$ cat config.mk
export PLATFORM = sky130hd
export DESIGN_NAME = wake_level_switch_status_regs
export DESIGN_NICKNAME = d
export VERILOG_FILES = /design/src/wake_status_pkg.sv /design/src/flag_bank_if.sv /design/src/sync_2ff.sv /design/src/rc_flags.sv /design/src/wake_level_switch_status_regs.sv
export SDC_FILE = /design/constraint.sdc
export NUM_CORES = 1
export LEC_CHECK = 0
export ABC_CLOCK_PERIOD_IN_PS = 900
export BUFFER_PORTS_ARGS = -buffer_cell sky130_fd_sc_hd__buf_2
export CAP_MARGIN = 0
export CORE_MARGIN = 5
export CORE_UTILIZATION = 44
export DETAILED_ROUTE_END_ITERATION = 10
export GPL_TIMING_DRIVEN = 1
export HOLD_SLACK_MARGIN = 0.05
export PLACE_DENSITY_LB_ADDON = 0.25
export SLEW_MARGIN = 20
export SYNTH_ARGS = -nofsm -noshare
export SYNTH_HDL_FRONTEND = slang
export SYNTH_SLANG_ARGS = --single-unit
$ cat constraint.sdc
create_clock -name clk -period 0.9 [get_ports clk]
set_input_delay 0.045 -clock clk [delete_from_list [all_inputs] [get_ports clk]]
set_output_delay 0.045 -clock clk [all_outputs]
set_load 0.02 [all_outputs]
$ cat src/wake_status_pkg.sv
// Register map, bit positions and mode codes of the wake, level and switch status bank
package wake_status_pkg;

  localparam int unsigned ADDR_W = 7;
  localparam int unsigned DATA_W = 8;
  localparam int unsigned IO_PINS = 2;
  localparam int unsigned WAKE_INS = 3;
  localparam int unsigned HS_SWITCHES = 4;
  localparam int unsigned PIN_SYNC_W = 7;

  // Register offsets on the configuration serial interface
  localparam logic [ADDR_W-1:0] ADDR_PIN_WAKE = 7'h47;
  localparam logic [ADDR_W-1:0] ADDR_LEVEL = 7'h48;
  localparam logic [ADDR_W-1:0] ADDR_HS_OVERLOAD = 7'h54;
  localparam logic [ADDR_W-1:0] ADDR_HS_OPEN_LOAD = 7'h55;

  // Bit positions
  localparam int unsigned BIT_IO1_WAKE = 4;
  localparam int unsigned BIT_IO2_WAKE = 5;
  localparam int unsigned BIT_STRAP = 7;
  localparam int unsigned BIT_PULLUP = 6;
  localparam int unsigned BIT_IO2_LVL = 5;
  localparam int unsigned BIT_IO1_LVL = 4;
  localparam int unsigned BIT_WAKE_LVL_LO = 0;
  localparam int unsigned BIT_HS_LO = 0;

  // Reset values and reserved masks
  localparam logic [DATA_W-1:0] READ_IDLE = 8'h00;
  localparam logic [DATA_W-1:0] RSV_PIN_WAKE = 8'hCF;
  localparam logic [DATA_W-1:0] RSV_LEVEL = 8'h08;
  localparam logic [DATA_W-1:0] RSV_HS = 8'hF0;

  typedef enum logic [2:0] {
    MODE_NORMAL = 3'h1,
    MODE_STOP = 3'h2,
    MODE_OTHER = 3'h4
  } sbcMode_t;

  typedef enum logic [3:0] {
    IO_FN_OFF = 4'h1,
    IO_FN_WAKE = 4'h2,
    IO_FN_LOW_SIDE = 4'h4,
    IO_FN_HIGH_SIDE = 4'h8
  } ioFunction_t;

endpackage

$ cat src/flag_bank_if.sv
// Carrier between the status bank and one read-to-clear flag group
`timescale 1ns/10ps
`default_nettype none
interface flag_bank_if #(parameter int unsigned W = 4);
  logic [W-1:0] setEv;
  logic readClr;
  logic softClr;
  logic [W-1:0] flags;
  modport owner (input setEv, input readClr, input softClr, output flags);
  modport user (output setEv, output readClr, output softClr, input flags);
endinterface
`default_nettype wire

$ cat src/sync_2ff.sv
// Two flip-flop synchroniser for pin levels
`timescale 1ns/10ps
`default_nettype none
module sync_2ff #(
  parameter int unsigned W = 1
) (
  input wire logic clk,
  input wire logic rst_n,
  input wire logic [W-1:0] async,
  output var logic [W-1:0] synced
);

  logic [W-1:0] stage1_q;

  // First stage feeds only the second stage
  always_ff @(posedge clk or negedge rst_n) begin
    if (!rst_n) begin
      stage1_q <= '0;
      synced <= '0;
    end else begin
      stage1_q <= async;
      synced <= stage1_q;
    end
  end

endmodule
`default_nettype wire

$ cat src/rc_flags.sv
// Group of sticky read-to-clear event flags
`timescale 1ns/10ps
`default_nettype none
module rc_flags #(
  parameter int unsigned W = 4
) (
  input wire logic clk,
  input wire logic rst_n,
  flag_bank_if.owner bank
);

  // A new event in the read-clearing cycle survives the clear
  always_ff @(posedge clk or negedge rst_n) begin
    if (!rst_n) begin
      bank.flags <= '0;
    end else if (bank.softClr) begin
      bank.flags <= '0;
    end else if (bank.readClr) begin
      bank.flags <= bank.setEv;
    end else begin
      bank.flags <= bank.flags | bank.setEv;
    end
  end

endmodule
`default_nettype wire

$ cat src/wake_level_switch_status_regs.sv
// Wake, input level and high-side switch status register bank
//
// What this block does
// - Reserved bits of all four status registers always read back as zero.
// - Pin wake register holds io pin 2 and 1 wake flags at bits 5, 4.
// - Pin wake register clears on soft reset; restart keeps both pin flags.
// - Level register bits 5, 4 show io pin 2 and 1 levels.
// - Level register bits 2, 1, 0 show wake inputs 3, 2, 1.
// - Io pin levels refresh in Normal and Stop when selected and used as wake or switch.
// - Cyclically sensed wake inputs hold their last sample, rewritten per sample.
// - Io pin levels never follow a cyclic sampling strobe.
// - A selected io pin shows its real level in Normal and Stop, even when used as switch.
// - Level bit 7 shows the mode strap: 1 development, 0 user mode.
// - Level bit 6 reads 1 when an interrupt pin pull-up is detected.
// - Soft reset clears level bits 5 and 4.
// - Overload register bits 3..0 flag overcurrent or overtemperature per switch.
// - Open-load register bits 3..0 flag open load per switch.
// - Switch registers clear on soft reset; restart keeps the four flags.
`timescale 1ns/10ps
`default_nettype none
module wake_level_switch_status_regs (
  input wire logic clk,
  input wire logic rst_n,
  input wire logic softRst,
  input wire logic restartPulse,
  input wire logic rdEn,
  input wire logic [wake_status_pkg::ADDR_W-1:0] rdAddr,
  output var logic [wake_status_pkg::DATA_W-1:0] rdData_q,
  output var logic rdValid_q,
  input wire logic [wake_status_pkg::WAKE_INS-1:0] wakeInPin,
  input wire logic [wake_status_pkg::IO_PINS-1:0] ioPin,
  input wire logic modeStrapPin,
  input wire logic intPullupSense,
  input wire wake_status_pkg::sbcMode_t sbcMode,
  input wire wake_status_pkg::ioFunction_t io1Function,
  input wire wake_status_pkg::ioFunction_t io2Function,
  input wire logic [wake_status_pkg::IO_PINS-1:0] ioSelected,
  input wire logic [wake_status_pkg::WAKE_INS-1:0] wakeCyclic,
  input wire logic [wake_status_pkg::WAKE_INS-1:0] wakeSampleStrobe,
  input wire logic [wake_status_pkg::IO_PINS-1:0] ioWakeEvent,
  input wire logic [wake_status_pkg::HS_SWITCHES-1:0] hsOverloadEvent,
  input wire logic [wake_status_pkg::HS_SWITCHES-1:0] hsOpenLoadEvent
);

  logic [wake_status_pkg::PIN_SYNC_W-1:0] pinSync;
  logic [wake_status_pkg::WAKE_INS-1:0] wakeSync;
  logic [wake_status_pkg::IO_PINS-1:0] ioSync;
  logic strapSync;
  logic pullupSync;
  logic [wake_status_pkg::IO_PINS-1:0] ioLvlUpd;
  logic [wake_status_pkg::IO_PINS-1:0] ioLvl_q;
  logic [wake_status_pkg::WAKE_INS-1:0] wakeLvl_q;
  logic [wake_status_pkg::DATA_W-1:0] levelWord;
  logic [wake_status_pkg::DATA_W-1:0] wakeWord;
  logic [wake_status_pkg::DATA_W-1:0] ovlWord;
  logic [wake_status_pkg::DATA_W-1:0] olWord;
  logic [wake_status_pkg::DATA_W-1:0] rdMux;
  logic [wake_status_pkg::ADDR_W-1:0] lastAddr_q;
  logic modeAwake;
  logic rdWake;
  logic rdOvl;
  logic rdOl;
  logic rdLevel;

  flag_bank_if #(.W(wake_status_pkg::IO_PINS)) wakeBank ();
  flag_bank_if #(.W(wake_status_pkg::HS_SWITCHES)) ovlBank ();
  flag_bank_if #(.W(wake_status_pkg::HS_SWITCHES)) olBank ();

  // Pins come from outside the clock domain
  sync_2ff #(.W(wake_status_pkg::PIN_SYNC_W)) u_pinSync (
    .clk(clk),
    .rst_n(rst_n),
    .async({modeStrapPin, intPullupSense, ioPin, wakeInPin}),
    .synced(pinSync)
  );

  assign wakeSync = pinSync[wake_status_pkg::WAKE_INS-1:0];
  assign ioSync = pinSync[wake_status_pkg::WAKE_INS +: wake_status_pkg::IO_PINS];
  assign pullupSync = pinSync[wake_status_pkg::PIN_SYNC_W-2];
  assign strapSync = pinSync[wake_status_pkg::PIN_SYNC_W-1];

  // Address decode of the read strobe
  assign rdWake = rdEn && (rdAddr == wake_status_pkg::ADDR_PIN_WAKE);
  assign rdLevel = rdEn && (rdAddr == wake_status_pkg::ADDR_LEVEL);
  assign rdOvl = rdEn && (rdAddr == wake_status_pkg::ADDR_HS_OVERLOAD);
  assign rdOl = rdEn && (rdAddr == wake_status_pkg::ADDR_HS_OPEN_LOAD);

  // Restart is not wired to the flag groups: only power-on, soft reset and a read clear them
  assign wakeBank.setEv = ioWakeEvent;
  assign wakeBank.readClr = rdWake;
  assign wakeBank.softClr = softRst;
  assign ovlBank.setEv = hsOverloadEvent;
  assign ovlBank.readClr = rdOvl;
  assign ovlBank.softClr = softRst;
  assign olBank.setEv = hsOpenLoadEvent;
  assign olBank.readClr = rdOl;
  assign olBank.softClr = softRst;

  rc_flags #(.W(wake_status_pkg::IO_PINS)) u_wakeFlags (
    .clk(clk),
    .rst_n(rst_n),
    .bank(wakeBank)
  );

  rc_flags #(.W(wake_status_pkg::HS_SWITCHES)) u_ovlFlags (
    .clk(clk),
    .rst_n(rst_n),
    .bank(ovlBank)
  );

  rc_flags #(.W(wake_status_pkg::HS_SWITCHES)) u_olFlags (
    .clk(clk),
    .rst_n(rst_n),
    .bank(olBank)
  );

  // Io pin level refresh qualifier
  assign modeAwake = (sbcMode == wake_status_pkg::MODE_NORMAL) ||
                     (sbcMode == wake_status_pkg::MODE_STOP);
  assign ioLvlUpd[0] = ioSelected[0] && modeAwake &&
                       (io1Function != wake_status_pkg::IO_FN_OFF);
  assign ioLvlUpd[1] = ioSelected[1] && modeAwake &&
                       (io2Function != wake_status_pkg::IO_FN_OFF);

  // Io pins have no cyclic sensing, so the sample strobes never reach them
  always_ff @(posedge clk or negedge rst_n) begin
    if (!rst_n) begin
      ioLvl_q <= '0;
    end else if (softRst) begin
      ioLvl_q <= '0;
    end else begin
      for (int i = 0; i < wake_status_pkg::IO_PINS; i++) begin
        if (ioLvlUpd[i]) begin
          ioLvl_q[i] <= ioSync[i];
        end
      end
    end
  end

  // Wake input levels: live, or held between cyclic samples
  always_ff @(posedge clk or negedge rst_n) begin
    if (!rst_n) begin
      wakeLvl_q <= '0;
    end else begin
      for (int i = 0; i < wake_status_pkg::WAKE_INS; i++) begin
        if (!wakeCyclic[i] || wakeSampleStrobe[i]) begin
          wakeLvl_q[i] <= wakeSync[i];
        end
      end
    end
  end

  // Register images; bits not written stay at the reserved zero
  always_comb begin
    levelWord = wake_status_pkg::READ_IDLE;
    levelWord[wake_status_pkg::BIT_STRAP] = strapSync;
    levelWord[wake_status_pkg::BIT_PULLUP] = pullupSync;
    levelWord[wake_status_pkg::BIT_IO2_LVL] = ioLvl_q[1];
    levelWord[wake_status_pkg::BIT_IO1_LVL] = ioLvl_q[0];
    levelWord[wake_status_pkg::BIT_WAKE_LVL_LO +: wake_status_pkg::WAKE_INS] =
      wakeLvl_q;
  end

  always_comb begin
    wakeWord = wake_status_pkg::READ_IDLE;
    wakeWord[wake_status_pkg::BIT_IO1_WAKE] = wakeBank.flags[0];
    wakeWord[wake_status_pkg::BIT_IO2_WAKE] = wakeBank.flags[1];
  end

  always_comb begin
    ovlWord = wake_status_pkg::READ_IDLE;
    ovlWord[wake_status_pkg::BIT_HS_LO +: wake_status_pkg::HS_SWITCHES] =
      ovlBank.flags;
    olWord = wake_status_pkg::READ_IDLE;
    olWord[wake_status_pkg::BIT_HS_LO +: wake_status_pkg::HS_SWITCHES] =
      olBank.flags;
  end

  // Unmapped addresses read as zero
  always_comb begin
    case (rdAddr)
      wake_status_pkg::ADDR_PIN_WAKE: rdMux = wakeWord;
      wake_status_pkg::ADDR_LEVEL: rdMux = levelWord;
      wake_status_pkg::ADDR_HS_OVERLOAD: rdMux = ovlWord;
      wake_status_pkg::ADDR_HS_OPEN_LOAD: rdMux = olWord;
      default: rdMux = wake_status_pkg::READ_IDLE;
    endcase
  end

  // Data is captured in the same edge that clears the flags, so nothing is lost
  always_ff @(posedge clk or negedge rst_n) begin
    if (!rst_n) begin
      rdData_q <= wake_status_pkg::READ_IDLE;
    end else if (rdEn) begin
      rdData_q <= rdMux;
    end
  end

  always_ff @(posedge clk or negedge rst_n) begin
    if (!rst_n) begin
      rdValid_q <= 1'b0;
    end else begin
      rdValid_q <= rdEn;
    end
  end

  always_ff @(posedge clk or negedge rst_n) begin
    if (!rst_n) begin
      lastAddr_q <= '0;
    end else if (rdEn) begin
      lastAddr_q <= rdAddr;
    end
  end
endmodule
`default_nettype wire

==> results list <==
- The max-slew violation count was 0.
- Accumulated negative setup slack: -0.184 ns
- Worst-case setup margin in the final layout: -0.0413 ns
- Die width: between 70 and 80 µm
- TritonCTS built the clock tree.
- CTS Root Buffer Type: sky130_fd_sc_hd__clkbuf_4
- The congestion estimate from routability-driven global placement came to between 0.7 and 0.8.
- Number of distinct library cells after synthesis: 31
- Leaving out fill and tap cells, the most frequent cells in the layout are sky130_fd_sc_hd__buf_2 (46), sky130_fd_sc_hd__dfrtp_1 (36), sky130_fd_sc_hd__dlygate4sd3_1 (21), sky130_fd_sc_hd__inv_1 (16), sky130_fd_sc_hd__nand2b_1 (15).
- In this run the number of H-tree levels came out at 2.
* Area of the die: between 0.004 and 0.005 mm²
- Across the run, the number of max-cap violations was 0.
- Summed instance area of the synthesized netlist: between 0.0015 and 0.002 mm²
- The count of nets left with antenna violations once routing finished came out at 0.
- For this design, the slowest cell found on the critical path is sky130_fd_sc_hd__dfrtp_2.
* Effective utilization at floorplan: a little under half
- Layout overhead on the synthesized area: 49.1%
- VDD sags by at most ~1.4 mV.
- On the critical path the largest part of the delay comes from flip-flops.
- Buffers and inverters on the worst path: 1
- Placement Rows: 21
* Worst-path fanout max: 2
* Startpoint kind of the worst setup timing path: flip-flop
- Placement Cell Area: approximately 0.002 mm²
* Bufs on Longest Clock Path: 2
- The path class of the tightest hold or removal check is primary input to flip-flop.
* Max incr delay on CP: 0.43 ns
- Port buffering added 55 buffers.
- The first global-routing pass estimated 6.39 mm of wire.
- Worst setup timing slack at the placement stage: -0.147 ns
* Routed vias: 1,258
* Fin crit period: roughly 0.94 ns
- Final count of negative-setup-slack endpoints: 8
* Fin Hold WS: -0.0154 ns
- At the pin with the least slew margin, the transition time is between 0.3 and 0.4 ns.
* Type of the worst setup path: flip-flop to output pin
- NumNets Final: ~270
- Post-detail-place hpwl: between 2 and 3 mm
- Most instantiated flip-flop cell in the synthesis netlist: sky130_fd_sc_hd__dfrtp_1
- At the worst endpoint, the arrival time is 0.90 ns.
* Async set or reset register ratio after synthesis: 100%
- Setup repair after global routing could not meet its margin everywhere.
- The first detailed-routing pass took 4 iterations.
- CTS sink cnt: 38
- The worst setup path is captured at an output pin.
- Leak pwr: about 1.1 nW
- Synthesized Nets: roughly 170
* Overflow left after global routing: 0
- In this run the standard cell core region covers 0.00342 mm².
- Antenna cells: 0
- Leaving out fill and tap cells, the most frequent cell in the layout is sky130_fd_sc_hd__buf_2.
- Post-route design area: 0.00236 mm²
- Ratio of cells with drive above 1 in the final layout: between 40% and 50%
* Syn. warnings: 0
* Gate count of the mapped netlist: about 130
- Height of the chip: about 70 µm
* Cell chain of the critical path: buf_6
- Dividing the detail-routed wire length by the instance count gives around 13 µm.
- The final hold violation count was 1.
- The run finished, with violations left.
- A synthesized cell averages roughly 13 µm².
* Share of the clock period used by the worst path: 105%
* Number of DRC violations after detailed-routing iteration 0: 50
- Synthesized flop and latch total: 38
- Initial antenna violation count: 0
- Worst relative slew slack: roughly 77%
- GRT Total Usage: roughly 16%
- Number of global-route vias before repair: ~1,400
- Hold-fix buffers at CTS: 21
- Clock Pin Slew Worst Setup and Hold Paths: between 0.1 and 0.15 ns
- Violations in the final reports: negative hold slack, negative setup slack
- Remaining DRCs: 0
- Worst Clk Skew: 0.0145 ns
* Power density normalized to cell area: around 1500 mW/mm²
* Sequential area share after synthesis: approximately three fifths
- Counting the buffers created by CTS gives 5.
* Endpoint required time on the critical path: about 0.85 ns
- For this run, the top clock speed supported by timing is ~1.1 GHz.
- Clock latency on the worst-skew pair, taken at its later pin, is 0.33 ns.
- For this design the top-level I/O count stands at 57.
* Final wirelength: about 3.5 mm
* Number of enable flip-flop cells after synthesis: 0
- Mean number of vias per cell: 4.73
- Maximum number of pins on one net before global-route repair: 39
synthesized netlist by cell type (all sizes together) (3+ instances only):
library cell / n / area, µm²
dfrtp: 38 / 951
inv: 16 / 60.1
nand2b: 15 / 93.8
o22ai: 8 / 50.1
mux2i: 5 / 50.1
nor4b: 5 / 65.1
mux2: 4 / 45.0
nand3: 4 / 20.0
o21ai: 3 / 15.0
o221ai: 3 / 26.3
cell families after synthesis:
family	after synthesis	share of synthesized area, %
flops	38	60.0
xor+xnor	1	0.553
mux	9	6.00
compound gates	20	8.76
simple gates	38	19.0
buf+inv	20	5.68
area by class of cell:
class	instances	area [µm²]
clock buffer	7	55.1
clock inverter	1	30.0
fill	256	1050
inverter	16	60.1
multi-input combinational	68	548
sequential	38	953
tap	46	57.6
timing repair buffer	90	659
per-stage QoR:
stage / hold slack (ns) / util, % / cells / total power, mW
2_1_floorplan: -0.251 / - / 126 / 2.02
3_3_place_gp: 0.0225 / 58.4 / 235 / 2.23
3_5_place_dp: 0.0232 / 58.4 / 235 / 2.24
4_1_cts: -0.0333 / 69.2 / 266 / 3.51
5_1_grt: -0.0146 / 69.2 / 266 / 3.65
6_report: -0.0154 / 69.2 / 266 / 3.47
final timing paths:
path / endpoint / startpoint / slack, ns / cells after the start
setup / recovery: rdData_q[5] / rdData_q[5] / -0.04 / 1
hold / removal: ioLvl_q[1] / sbcMode[2] / -0.02 / 3
setup reg to reg: rdData_q[4] / ioLvl_q[0] / -0.01 / 2
hold reg to reg: u_pinSync.synced[3] / u_pinSync.stage1_q[3] / 0.36 / 0
max in group asynchronous: rdValid_q / rst_n / 0.52 / 3
min in group asynchronous: u_pinSync.synced[6] / rst_n / 0.19 / 3
repair_timing:
action / in CTS / in global routing
pin swaps: 1 / 1
hold endpoints to repair: 59 / 2
endpoints found under the setup margin: 10 / 13
setup buffers: 2 / 0
gates resized for setup: 19 / 0
state kept, by name, summed over array words and instances, names as in the netlist:
register / count
u_pinSync.stage1_q: 7
u_wakeFlags.bank.flags: 2
u_ovlFlags.bank.flags: 4
u_olFlags.bank.flags: 4
ioLvl_q: 2
rdValid_q: 1
rdData_q: 8
wakeLvl_q: 3
u_pinSync.synced: 7
metal layers:
layer | up-vias | wire length (µm) | global-route usage (%)
li1 | 628 | - | -
met1 | 587 | 1410 | 20.6
met2 | 41 | 1840 | 27.4
met3 | 2 | 258 | 5.74
met4 | 0 | 7 | 2.55
met5 | - | 0 | 0
power breakdown:
| group | leakage [nW] | switching [mW] | internal [mW] | total (mW) |
|---|---|---|---|---|
| Sequential | 0.468 | 0.0415 | 1.80 | 1.84 |
| Combinational | 0.626 | 0.181 | 0.271 | 0.452 |
| Clock | 0.0455 | 0.516 | 0.664 | 1.18 |
Power figures use the tool's default switching activity.
